**config.mk**
```make
export PLATFORM = sky130hd
export DESIGN_NAME = csp_top
export DESIGN_NICKNAME = d
export VERILOG_FILES = /design/src/rtl/csp_pkg.sv /design/src/rtl/csp_pll_ctl.sv /design/src/rtl/csp_top.sv
export SDC_FILE = /design/constraint.sdc
export NUM_CORES = 1
export LEC_CHECK = 0
export BUFFER_PORTS_ARGS = -buffer_cell sky130_fd_sc_hd__buf_4
export CORE_UTILIZATION = 30
export CTS_CLUSTER_DIAMETER = 30
export DETAILED_ROUTE_END_ITERATION = 7
export SETUP_SLACK_MARGIN = 0.05
export SYNTH_ARGS = -nofsm -noshare
export SYNTH_HDL_FRONTEND = slang
export SYNTH_SLANG_ARGS = --single-unit
```
**constraint.sdc**
```tcl
create_clock -name hclk -period 4.3 [get_ports hclk]
set_clock_uncertainty 0.05 [all_clocks]
set_input_delay 0.43 -clock hclk [delete_from_list [all_inputs] [get_ports hclk]]
set_output_delay 0.43 -clock hclk [all_outputs]
set_load 0.1 [all_outputs]
```
**src/rtl/csp_pkg.sv**
```systemverilog
/*
 * Package for the clock source and PLL configuration block: register
 * offsets, field positions, reset values, selection codes and wait counts.
 * Assumes a 32-bit AHB-Lite register bus on a single clock.
 */
package csp_pkg;
    localparam logic [7:0] OFS_PLL_CTRL = 8'h00;
    localparam logic [7:0] OFS_PLL_CTRL2 = 8'h04;
    localparam logic [7:0] OFS_SECOND_PHASE_LOCKED_LOOP_CTRL = 8'h08;
    localparam logic [7:0] OFS_SECOND_PHASE_LOCKED_LOOP_CTRL2 = 8'h0C;
    localparam logic [7:0] OFS_OSC_CTRL = 8'h10;
    localparam logic [7:0] OFS_CKO_CTRL = 8'h14;
    localparam logic [7:0] OFS_MOSC_WAIT = 8'h18;
    localparam logic [7:0] OFS_MOSC_DRIVE = 8'h1C;
    localparam logic [7:0] OFS_STATUS = 8'h20;
    localparam logic [7:0] OFS_IRQ_STAT = 8'h24;
    localparam logic [7:0] OFS_IRQ_MASK = 8'h28;

    // PLL control: divider bits 1:0, multiplier bits 13:8
    localparam int PDIV_LO = 0;
    localparam int MUL_LO = 8;
    localparam logic [1:0] PDIV_1 = 2'h0;
    localparam logic [1:0] PDIV_2 = 2'h1;
    localparam logic [1:0] PDIV_4 = 2'h2;
    localparam logic [5:0] MUL_MIN = 6'h07;
    localparam logic [5:0] MUL_MAX = 6'h1E;
    localparam logic [31:0] PLL_CTRL_RST = 32'h0000_0700;

    // Oscillator control: stop bits, each 1 = stopped
    localparam int OSC_MAIN_STOP = 0;
    localparam int OSC_SUB_STOP = 1;
    localparam int OSC_HIGH_SPEED_ONCHIP_OSC_STOP = 2;
    localparam int OSC_SUB_EXT = 3;
    localparam int OSC_HIGH_SPEED_ONCHIP_OSC_FREQ_LO = 4;
    localparam logic [31:0] OSC_CTRL_RST = 32'h0000_0007;
    localparam logic [1:0] HIGH_SPEED_ONCHIP_OSC_24 = 2'h0;
    localparam logic [1:0] HIGH_SPEED_ONCHIP_OSC_32 = 2'h1;
    localparam logic [1:0] HIGH_SPEED_ONCHIP_OSC_48 = 2'h2;
    localparam logic [1:0] HIGH_SPEED_ONCHIP_OSC_64 = 2'h3;

    // Clock output control
    localparam int CKO_SEL_LO = 8;
    localparam int CKO_DIV_LO = 12;
    localparam int CKO_STOP = 15;
    localparam logic [3:0] CKO_LOW_SPEED_ONCHIP_OSC = 4'h0;
    localparam logic [3:0] CKO_HIGH_SPEED_ONCHIP_OSC = 4'h1;
    localparam logic [3:0] CKO_MAIN = 4'h2;
    localparam logic [3:0] CKO_SUB = 4'h3;
    localparam logic [3:0] CKO_PLL = 4'h4;
    localparam logic [3:0] CKO_TOUCH = 4'h8;
    localparam logic [31:0] CKO_CTRL_RST = 32'h0000_8000;
    localparam int CKO_DIV_W = 8;

    // Main oscillator wait
    localparam logic [4:0] MSW_MAX = 5'h08;
    localparam logic [31:0] MOSC_WAIT_RST = 32'h0000_0000;
    localparam int WAIT_W = 18;
    localparam logic [WAIT_W-1:0] MSW_BASE = 18'h00400;

    // Status and event bits
    localparam int ST_MAIN = 0;
    localparam int ST_PLL = 1;
    localparam int ST_SECOND_PHASE_LOCKED_LOOP = 2;
    localparam int ST_MAIN_FAIL = 3;
    localparam int EV_W = 4;

    // PLL lock wait, counted in block clocks
    localparam int PLL_LOCK_US = 100;
    localparam int CLK_MHZ = 200;
    localparam int PLL_LOCK_CYC = PLL_LOCK_US * CLK_MHZ;
    // Main clock stop detection: no main edge for this long
    localparam int MSTOP_NS = 1000;
    localparam int CLK_NS = 5;
    localparam int MSTOP_CYC = MSTOP_NS / CLK_NS;

    typedef enum logic [1:0] {
        SYS_LOW_SPEED_ONCHIP_OSC = 2'h0,
        SYS_MAIN = 2'h1
    } csp_sys_t;

    typedef struct packed {
        logic [5:0] mul;
        logic [1:0] div;
        logic run;
    } csp_pll_cfg_t;
endpackage

```
**src/rtl/csp_pll_ctl.sv**
```systemverilog
/*
 * One PLL's sequencer: registered settings, enable, and lock wait.
 * Assumes the analog loop follows pll_cfg and needs PLL_LOCK_CYC to settle.
 */
`timescale 1ns/1ps
module csp_pll_ctl #(
    parameter int LOCK_CYC = csp_pkg::PLL_LOCK_CYC
) (
    input wire logic hclk,
    input wire logic hresetn,
    input wire logic ce,
    input wire logic wr_ctrl,
    input wire logic wr_run,
    input wire logic [31:0] wdata,
    input wire logic main_ok,
    output csp_pkg::csp_pll_cfg_t pll_cfg,
    output logic stable
);
    logic [15:0] cnt;
    logic [5:0] wr_mul;
    logic mul_ok;

    assign wr_mul = wdata[csp_pkg::MUL_LO +: 6];
    assign mul_ok = wr_mul >= csp_pkg::MUL_MIN && wr_mul <= csp_pkg::MUL_MAX;

    always_ff @(posedge hclk or negedge hresetn) begin
        if (!hresetn) begin
            pll_cfg <= '{mul: csp_pkg::MUL_MIN, div: csp_pkg::PDIV_1, run: 1'b0};
            cnt <= 16'h0000;
            stable <= 1'b0;
        end else if (ce) begin
            // Settings frozen while running; bad codes ignored
            if (wr_ctrl && !pll_cfg.run) begin
                if (mul_ok) begin
                    pll_cfg.mul <= wr_mul;
                end
                if (wdata[csp_pkg::PDIV_LO +: 2] != 2'h3) begin
                    pll_cfg.div <= wdata[csp_pkg::PDIV_LO +: 2];
                end
            end
            if (wr_run) begin
                pll_cfg.run <= wdata[0] & main_ok;
            end
            if (!pll_cfg.run || !main_ok) begin
                cnt <= 16'h0000;
                stable <= 1'b0;
            end else if (cnt == 16'(LOCK_CYC - 1)) begin
                stable <= 1'b1;
            end else begin
                cnt <= cnt + 16'h0001;
            end
        end
    end
endmodule

```
**src/rtl/csp_top.sv**
```systemverilog
/*
 * Clock source and PLL configuration block with AHB-Lite registers.
 * Assumes oscillator outputs arrive as asynchronous pins and are
 * synchronised here; frequency-derived outputs are control levels.
 */
// The AHB-Lite interface to the registers and the register addresses were decided locally.
`timescale 1ns/1ps
module csp_top (
    input wire logic hclk,
    input wire logic hresetn,
    input wire logic ce,
    input wire logic hsel,
    input wire logic [31:0] haddr,
    input wire logic [1:0] htrans,
    input wire logic hwrite,
    input wire logic [2:0] hsize,
    input wire logic [31:0] hwdata,
    input wire logic hready,
    output logic [31:0] hrdata,
    output logic hreadyout,
    output logic hresp,
    input wire logic low_speed_onchip_osc_clk,
    input wire logic main_clk,
    input wire logic sub_xtal_clk,
    input wire logic subclock_external_input,
    input wire logic high_speed_onchip_osc_clk,
    input wire logic touch_obs_clk,
    input wire logic pll_clk,
    output csp_pkg::csp_pll_cfg_t pll_cfg,
    output csp_pkg::csp_pll_cfg_t second_pll_cfg,
    output logic [1:0] high_speed_onchip_osc_freq_sel,
    output logic high_speed_onchip_osc_run,
    output logic main_osc_run,
    output logic sub_osc_run,
    output logic sub_from_external,
    output logic main_osc_drive_select,
    output logic [31:0] low_speed_onchip_osc_freq_hz,
    output logic [31:0] wdt_osc_freq_hz,
    output csp_pkg::csp_sys_t sys_clk_src,
    output logic timer_pin_hiz,
    output logic clock_output_pin,
    output logic irq
);
    localparam logic [31:0] LOW_SPEED_ONCHIP_OSC_HZ = 32'd4000000;
    localparam logic [31:0] WDT_HZ = 32'd15000;

    // AHB address phase capture
    logic dp_wr;
    logic dp_rd;
    logic [7:0] dp_addr;
    logic ap_valid;
    assign ap_valid = hsel && hready && htrans[1];

    always_ff @(posedge hclk or negedge hresetn) begin
        if (!hresetn) begin
            dp_wr <= 1'b0;
            dp_rd <= 1'b0;
            dp_addr <= 8'h00;
        end else if (ce) begin
            dp_wr <= ap_valid && hwrite;
            dp_rd <= ap_valid && !hwrite;
            dp_addr <= haddr[7:0];
        end
    end

    assign hreadyout = 1'b1;
    assign hresp = 1'b0;

    function automatic logic hit(input logic [7:0] a, input logic [7:0] ofs);
        return a == ofs;
    endfunction

    logic wr_pll;
    logic wr_second_phase_locked_loop;
    logic wr_pll_run;
    logic wr_second_phase_locked_loop_run;
    logic wr_osc;
    logic wr_cko;
    logic wr_msw;
    logic wr_drv;
    logic wr_ist;
    logic wr_imsk;
    assign wr_pll = dp_wr && hit(dp_addr, csp_pkg::OFS_PLL_CTRL);
    assign wr_pll_run = dp_wr && hit(dp_addr, csp_pkg::OFS_PLL_CTRL2);
    assign wr_second_phase_locked_loop = dp_wr && hit(dp_addr, csp_pkg::OFS_SECOND_PHASE_LOCKED_LOOP_CTRL);
    assign wr_second_phase_locked_loop_run = dp_wr && hit(dp_addr, csp_pkg::OFS_SECOND_PHASE_LOCKED_LOOP_CTRL2);
    assign wr_osc = dp_wr && hit(dp_addr, csp_pkg::OFS_OSC_CTRL);
    assign wr_cko = dp_wr && hit(dp_addr, csp_pkg::OFS_CKO_CTRL);
    assign wr_msw = dp_wr && hit(dp_addr, csp_pkg::OFS_MOSC_WAIT);
    assign wr_drv = dp_wr && hit(dp_addr, csp_pkg::OFS_MOSC_DRIVE);
    assign wr_ist = dp_wr && hit(dp_addr, csp_pkg::OFS_IRQ_STAT);
    assign wr_imsk = dp_wr && hit(dp_addr, csp_pkg::OFS_IRQ_MASK);

    // Pin synchronisers
    logic [5:0] pin_s1;
    logic [5:0] pin_s2;
    logic [5:0] pin_s3;
    always_ff @(posedge hclk or negedge hresetn) begin
        if (!hresetn) begin
            pin_s1 <= 6'h00;
            pin_s2 <= 6'h00;
            pin_s3 <= 6'h00;
        end else if (ce) begin
            pin_s1 <= {pll_clk, touch_obs_clk, high_speed_onchip_osc_clk, main_clk, low_speed_onchip_osc_clk,
                subclock_external_input};
            pin_s2 <= pin_s1;
            pin_s3 <= pin_s2;
        end
    end
    logic [5:0] pin_rise;
    assign pin_rise = pin_s2 & ~pin_s3;
    logic sub_s;
    logic [1:0] sub_sync;
    always_ff @(posedge hclk or negedge hresetn) begin
        if (!hresetn) begin
            sub_sync <= 2'h0;
        end else if (ce) begin
            sub_sync <= {sub_sync[0], sub_xtal_clk};
        end
    end

    // Configuration registers
    logic [31:0] osc_ctrl;
    logic [3:0] cko_sel;
    logic [2:0] cko_div;
    logic cko_stop;
    logic [4:0] msw_code;
    logic [csp_pkg::EV_W-1:0] irq_stat;
    logic [csp_pkg::EV_W-1:0] irq_mask;
    logic [3:0] w_sel;
    logic w_sel_ok;
    assign w_sel = hwdata[csp_pkg::CKO_SEL_LO +: 4];
    assign w_sel_ok = w_sel <= csp_pkg::CKO_PLL || w_sel == csp_pkg::CKO_TOUCH;

    always_ff @(posedge hclk or negedge hresetn) begin
        if (!hresetn) begin
            osc_ctrl <= csp_pkg::OSC_CTRL_RST;
            cko_sel <= csp_pkg::CKO_LOW_SPEED_ONCHIP_OSC;
            cko_div <= 3'h0;
            cko_stop <= 1'b1;
            msw_code <= 5'h00;
            main_osc_drive_select <= 1'b0;
            irq_mask <= '0;
        end else if (ce) begin
            if (wr_osc) begin
                osc_ctrl <= {26'h0, hwdata[5:0]};
            end
            if (wr_cko) begin
                if (w_sel_ok) begin
                    cko_sel <= w_sel;
                end
                cko_div <= hwdata[csp_pkg::CKO_DIV_LO +: 3];
                cko_stop <= hwdata[csp_pkg::CKO_STOP];
            end
            if (wr_msw && hwdata[4:0] <= csp_pkg::MSW_MAX) begin
                msw_code <= hwdata[4:0];
            end
            if (wr_drv) begin
                main_osc_drive_select <= hwdata[0];
            end
            if (wr_imsk) begin
                irq_mask <= hwdata[csp_pkg::EV_W-1:0];
            end
        end
    end

    assign main_osc_run = !osc_ctrl[csp_pkg::OSC_MAIN_STOP];
    assign sub_osc_run = !osc_ctrl[csp_pkg::OSC_SUB_STOP];
    assign high_speed_onchip_osc_run = !osc_ctrl[csp_pkg::OSC_HIGH_SPEED_ONCHIP_OSC_STOP];
    assign sub_from_external = osc_ctrl[csp_pkg::OSC_SUB_EXT];
    assign high_speed_onchip_osc_freq_sel = osc_ctrl[csp_pkg::OSC_HIGH_SPEED_ONCHIP_OSC_FREQ_LO +: 2];
    assign low_speed_onchip_osc_freq_hz = LOW_SPEED_ONCHIP_OSC_HZ;
    assign wdt_osc_freq_hz = WDT_HZ;
    assign sub_s = sub_from_external ? pin_s2[0] : sub_sync[1];

    // Main oscillator wait counted on slow oscillator edges
    logic [csp_pkg::WAIT_W-1:0] msw_cnt;
    logic [csp_pkg::WAIT_W-1:0] msw_target;
    logic main_ok;
    logic mstop;
    assign msw_target = (msw_code == 5'h00) ? '0 :
        csp_pkg::WAIT_W'(csp_pkg::MSW_BASE << (msw_code - 5'h01));
    always_ff @(posedge hclk or negedge hresetn) begin
        if (!hresetn) begin
            msw_cnt <= '0;
            main_ok <= 1'b0;
        end else if (ce) begin
            if (!main_osc_run || mstop) begin
                msw_cnt <= '0;
                main_ok <= 1'b0;
            end else if (msw_cnt >= msw_target) begin
                main_ok <= 1'b1;
            end else if (pin_rise[1]) begin
                msw_cnt <= msw_cnt + 1'b1;
            end
        end
    end

    // Main clock stop detection
    logic [7:0] mstop_cnt;
    always_ff @(posedge hclk or negedge hresetn) begin
        if (!hresetn) begin
            mstop_cnt <= 8'h00;
            mstop <= 1'b0;
        end else if (ce) begin
            if (!main_osc_run || pin_rise[2]) begin
                mstop_cnt <= 8'h00;
                mstop <= 1'b0;
            end else if (mstop_cnt == 8'(csp_pkg::MSTOP_CYC - 1)) begin
                mstop <= main_ok | mstop;
            end else begin
                mstop_cnt <= mstop_cnt + 8'h01;
            end
        end
    end
    assign sys_clk_src = mstop ? csp_pkg::SYS_LOW_SPEED_ONCHIP_OSC : csp_pkg::SYS_MAIN;
    assign timer_pin_hiz = mstop;

    // Both PLLs, same sequencer
    logic pll_stable;
    logic second_phase_locked_loop_stable;
    csp_pll_ctl u_pll (
        .hclk(hclk),
        .hresetn(hresetn),
        .ce(ce),
        .wr_ctrl(wr_pll),
        .wr_run(wr_pll_run),
        .wdata(hwdata),
        .main_ok(main_ok),
        .pll_cfg(pll_cfg),
        .stable(pll_stable)
    );
    csp_pll_ctl u_second_phase_locked_loop (
        .hclk(hclk),
        .hresetn(hresetn),
        .ce(ce),
        .wr_ctrl(wr_second_phase_locked_loop),
        .wr_run(wr_second_phase_locked_loop_run),
        .wdata(hwdata),
        .main_ok(main_ok),
        .pll_cfg(second_pll_cfg),
        .stable(second_phase_locked_loop_stable)
    );

    // Clock output source and divider
    logic src_rise;
    logic sub_prev;
    logic [csp_pkg::CKO_DIV_W-1:0] cko_cnt;
    logic [csp_pkg::CKO_DIV_W-1:0] cko_half;
    always_comb begin
        unique case (cko_sel)
            csp_pkg::CKO_LOW_SPEED_ONCHIP_OSC: src_rise = pin_rise[1];
            csp_pkg::CKO_HIGH_SPEED_ONCHIP_OSC: src_rise = pin_rise[3];
            csp_pkg::CKO_MAIN: src_rise = pin_rise[2];
            csp_pkg::CKO_SUB: src_rise = sub_s & ~sub_prev;
            csp_pkg::CKO_PLL: src_rise = pin_rise[5];
            csp_pkg::CKO_TOUCH: src_rise = pin_rise[4];
            default: src_rise = 1'b0;
        endcase
    end
    assign cko_half = (cko_div == 3'h0) ? '0 :
        csp_pkg::CKO_DIV_W'((9'h001 << cko_div) >> 1) - 1'b1;
    always_ff @(posedge hclk or negedge hresetn) begin
        if (!hresetn) begin
            sub_prev <= 1'b0;
            cko_cnt <= '0;
            clock_output_pin <= 1'b0;
        end else if (ce) begin
            sub_prev <= sub_s;
            if (cko_stop) begin
                cko_cnt <= '0;
                clock_output_pin <= 1'b0;
            end else if (src_rise) begin
                if (cko_cnt >= cko_half) begin
                    cko_cnt <= '0;
                    clock_output_pin <= ~clock_output_pin;
                end else begin
                    cko_cnt <= cko_cnt + 1'b1;
                end
            end
        end
    end

    // Interrupt events: set wins over write-one-clear
    logic [csp_pkg::EV_W-1:0] st_now;
    logic [csp_pkg::EV_W-1:0] st_prev;
    logic [csp_pkg::EV_W-1:0] ev;
    assign st_now = {mstop, second_phase_locked_loop_stable, pll_stable, main_ok};
    assign ev = st_now & ~st_prev;
    always_ff @(posedge hclk or negedge hresetn) begin
        if (!hresetn) begin
            st_prev <= '0;
            irq_stat <= '0;
        end else if (ce) begin
            st_prev <= st_now;
            irq_stat <= (irq_stat & ~(wr_ist ? hwdata[csp_pkg::EV_W-1:0] : '0)) | ev;
        end
    end
    assign irq = |(irq_stat & irq_mask);

    // Read data
    logic [31:0] rd_mux;
    always_comb begin
        rd_mux = 32'h0000_0000;
        unique case (dp_addr)
            csp_pkg::OFS_PLL_CTRL: rd_mux = {18'h0, pll_cfg.mul, 6'h0, pll_cfg.div};
            csp_pkg::OFS_PLL_CTRL2: rd_mux = {31'h0, pll_cfg.run};
            csp_pkg::OFS_SECOND_PHASE_LOCKED_LOOP_CTRL: rd_mux = {18'h0, second_pll_cfg.mul, 6'h0,
                second_pll_cfg.div};
            csp_pkg::OFS_SECOND_PHASE_LOCKED_LOOP_CTRL2: rd_mux = {31'h0, second_pll_cfg.run};
            csp_pkg::OFS_OSC_CTRL: rd_mux = osc_ctrl;
            csp_pkg::OFS_CKO_CTRL: rd_mux = {16'h0, cko_stop, cko_div, cko_sel, 8'h0};
            csp_pkg::OFS_MOSC_WAIT: rd_mux = {27'h0, msw_code};
            csp_pkg::OFS_MOSC_DRIVE: rd_mux = {31'h0, main_osc_drive_select};
            csp_pkg::OFS_STATUS: rd_mux = {28'h0, st_now};
            csp_pkg::OFS_IRQ_STAT: rd_mux = {28'h0, irq_stat};
            csp_pkg::OFS_IRQ_MASK: rd_mux = {28'h0, irq_mask};
            default: rd_mux = 32'h0000_0000;
        endcase
    end
    assign hrdata = dp_rd ? rd_mux : 32'h0000_0000;
endmodule

```
==> reports/results.txt <==
fin. max-slew vios - 0
nets@finish - 1102
die area - 30300 um^2
CTS Buffer Depth - 2
drt wl/cell - 14.6 um
TritonCTS Buffers - 17
Worst-Margin Slew - 1.03 ns
met3 WL - 718 um
Post-CTS Resized - 0
CP startpoint kind - flip-flop
RePlAce Congestion - 0.804
Cells after Synth - 925
Min-Delay Path Class - in -> reg
MaxCap Viol Count - 0
Leakage - 4.42 nW
RSZ-0062 raised after global routing - no
Warnings, synthesis - 0
worst path required time - 3.82 ns
largest area contributor in the netlist - dfrtp_1
Synth Register Bits - 151
ys async rst share - 100%
final core utilization - 35.0%
DRT antenna net count - 0
Rel. slew slack - 31.0%
WL met1 - 9400 um
Die Wd - 174 um
Worst Path Arrival - 2.99 ns
post-route DRC violation count - 0
CTS HTree Levels - 4
share of layout cells above drive strength 1 - 20.3%
TritonCTS clock tree - built
Post-synth top cells - dfrtp_1 (141), buf_4 (90), nor2_1 (86), nand2_1 (82), mux2_2 (55)
n_diodes - 0
largest net degree at the start of global routing - 60
ranking of synthesized cells by area - dfrtp_1 (40%), buf_4 (7.6%), mux2_2 (7.0%)
CTS Root Cell - clkbuf_16
Tmin final - 3.47 ns
number of enable flip-flop cells after synthesis - 0
Total GRT Usage - 13.7%
fill cell count - 2903
Post-DP HPWL - 14900 um
outcome - complete, no violations
clk sinks - 151
Most used DFF post-synth - dfrtp_1
number of global-route vias before repair - 6471
Setup TNS - 0 ns
Die H - 174 um
VDD IR max - 238 uV
Clock Latency Late Sink - 0.42 ns
count of final hold-check violations - 0
final setup fails - 0
top cell type's share of synthesized area - 39.7%
worst hold margin - 0.160 ns
Pwr Density - 377 nW/um^2
antenna violations before repair - 0
fin crit share - 80.8%
Clock Pin Slew Worst Setup and Hold Paths - 0.06 ns
synthesized area per cell - 9.61 um^2
Top Metal Used - met4
part of the Yosys area used for sequential elements - 42.7%
distinct cell type count after synthesis - 72
drt total wl - 20200 um
via density per instance - 4.79
crit-path max FO - 12
PortBufs - 78
Layout area overhead - 14.1%
critical path class - reg -> out
DRT iter0 DRCs - 419
CP Capture Type - output pin
num ports - 210
Rows - 62
first-pass GRT wire length - 33300 um
overflow left after global routing - 0
drt first pass iters - 5
Core Region - 28900 um^2
starting density of the core - 30.7%
fmax - 0.288 GHz
vias after detailed routing - 6638
Mapped Area - 8890 um^2
met2 routed WL - 9760 um
count leader, synth - dfrtp_1
through the flow:
step	setup slack [ns]	cells	total power, W	cell area [um^2]
after floorplan	0.298	1008	0.00222	9200
after global placement	0.886	1353	0.00230	9520
after detailed placement	0.854	1353	0.00231	9520
after CTS	0.721	1386	0.00387	10100
after global routing	0.547	1386	0.00398	10100
final	0.826	1386	0.00382	10100
power breakdown:
part	switching (W)	total, W	leakage, nW	internal, W
registers	0.0000667	0.00155	1.95	0.00148
logic	0.000554	0.000728	2.19	0.000174
clock network	0.000595	0.00154	0.286	0.000944
area by class of cell:
cell class / instances / area (um^2) / area share (%)
Sequential cell: 151 / 3790 / 37.4
Tap cell: 384 / 480 / 4.74
Timing Repair Buffer: 88 / 667 / 6.58
Clock inverter: 11 / 148 / 1.46
Inverter: 28 / 105 / 1.04
Clock buffer: 21 / 460 / 4.54
Multi-Input combinational cell: 703 / 4490 / 44.3
path summary, 6_finish.rpt:
kind                              from                                 end  slack, ns  depth (start not counted)
min                         hwdata[15]                            cko_stop       0.16                          3
max                         dp_addr[0]                          hrdata[15]       0.83                          5
min reg2reg                 st_prev[3]                         irq_stat[3]       0.39                          1
min in group asynchronous      hresetn  u_second_phase_locked_loop.cnt[12]       0.50                          2
max reg2reg                msw_code[1]                         msw_cnt[13]       0.83                          9
max in group asynchronous      hresetn                         msw_code[2]       2.67                          3
cell families after synthesis:
logic type / synth area share (%)
xor gates and xnor gates: 4.04
buffers and inverters: 10.4
and+or+nand+nor: 20.6
adders and majority gates: 4.36
muxes: 8.01
AOI/OAI and AO/OA: 9.87
DFF: 42.7
other: 0.0845
registers in the layout, indices dropped and copies added (netlist names), 6 cells and up:
signal / count
cko_cnt: 8
dp_addr: 8
mstop_cnt: 8
msw_cnt: 18
osc_ctrl: 6
pin_s1: 6
pin_s2: 6
u_pll.cnt: 16
u_pll.pll_cfg: 9
u_second_phase_locked_loop.cnt: 16
u_second_phase_locked_loop.pll_cfg: 9
critical path: stages, from the launching register on:
cell	delay, ns
dfrtp_1	0.51
nor4_1	0.39
o211ai_1	0.48
nor4_1	0.68
and2_1	0.22
buf_4	0.29
what timing repair did:
| action | CTS | global route |
|---|---|---|
| hold buffers | 1 | 0 |
| hold endpoints to repair | 57 | 0 |
| setup buffers | 0 | 0 |
| setup endpoints to repair | 0 | 0 |
layout by cell type, fill, tap and decap left out, types with 4 or more instances in the layout:
master and n:
a211oi_1 5, a21oi_1 22, a221o_1 6, a22o_1 4
a22oi_1 14, a31oi_1 5, and2_1 11, and3_1 20
and4_1 6, buf_4 86, clkbuf_16 17, clkinvlp_4 4
conb_1 85, dfrtp_1 141, dfstp_2 10, ha_1 31
inv_1 28, mux2_2 55, mux2i_1 7, nand2_1 82
nand2b_1 6, nand3_1 28, nand4_1 15, nor2_1 86
nor2b_1 7, nor3_1 17, nor3b_1 4, nor4_1 20
nor4b_1 8, o21ai_0 40, o22a_1 4, o22ai_1 4
or2_2 5, or3_1 14, xnor2_1 25, xor2_1 16
per-layer routing:
| layer | vias up | GRT usage, % |
|---|---|---|
| met2 | 148 | 22.6 |
| met1 | 3241 | 18.0 |
| li1 | 3230 | - |
| met3 | 19 | 2.80 |
| met5 | - | 0 |
| met4 | 0 | 4.20 |
No activity file was read; power rests on OpenSTA's default activity.
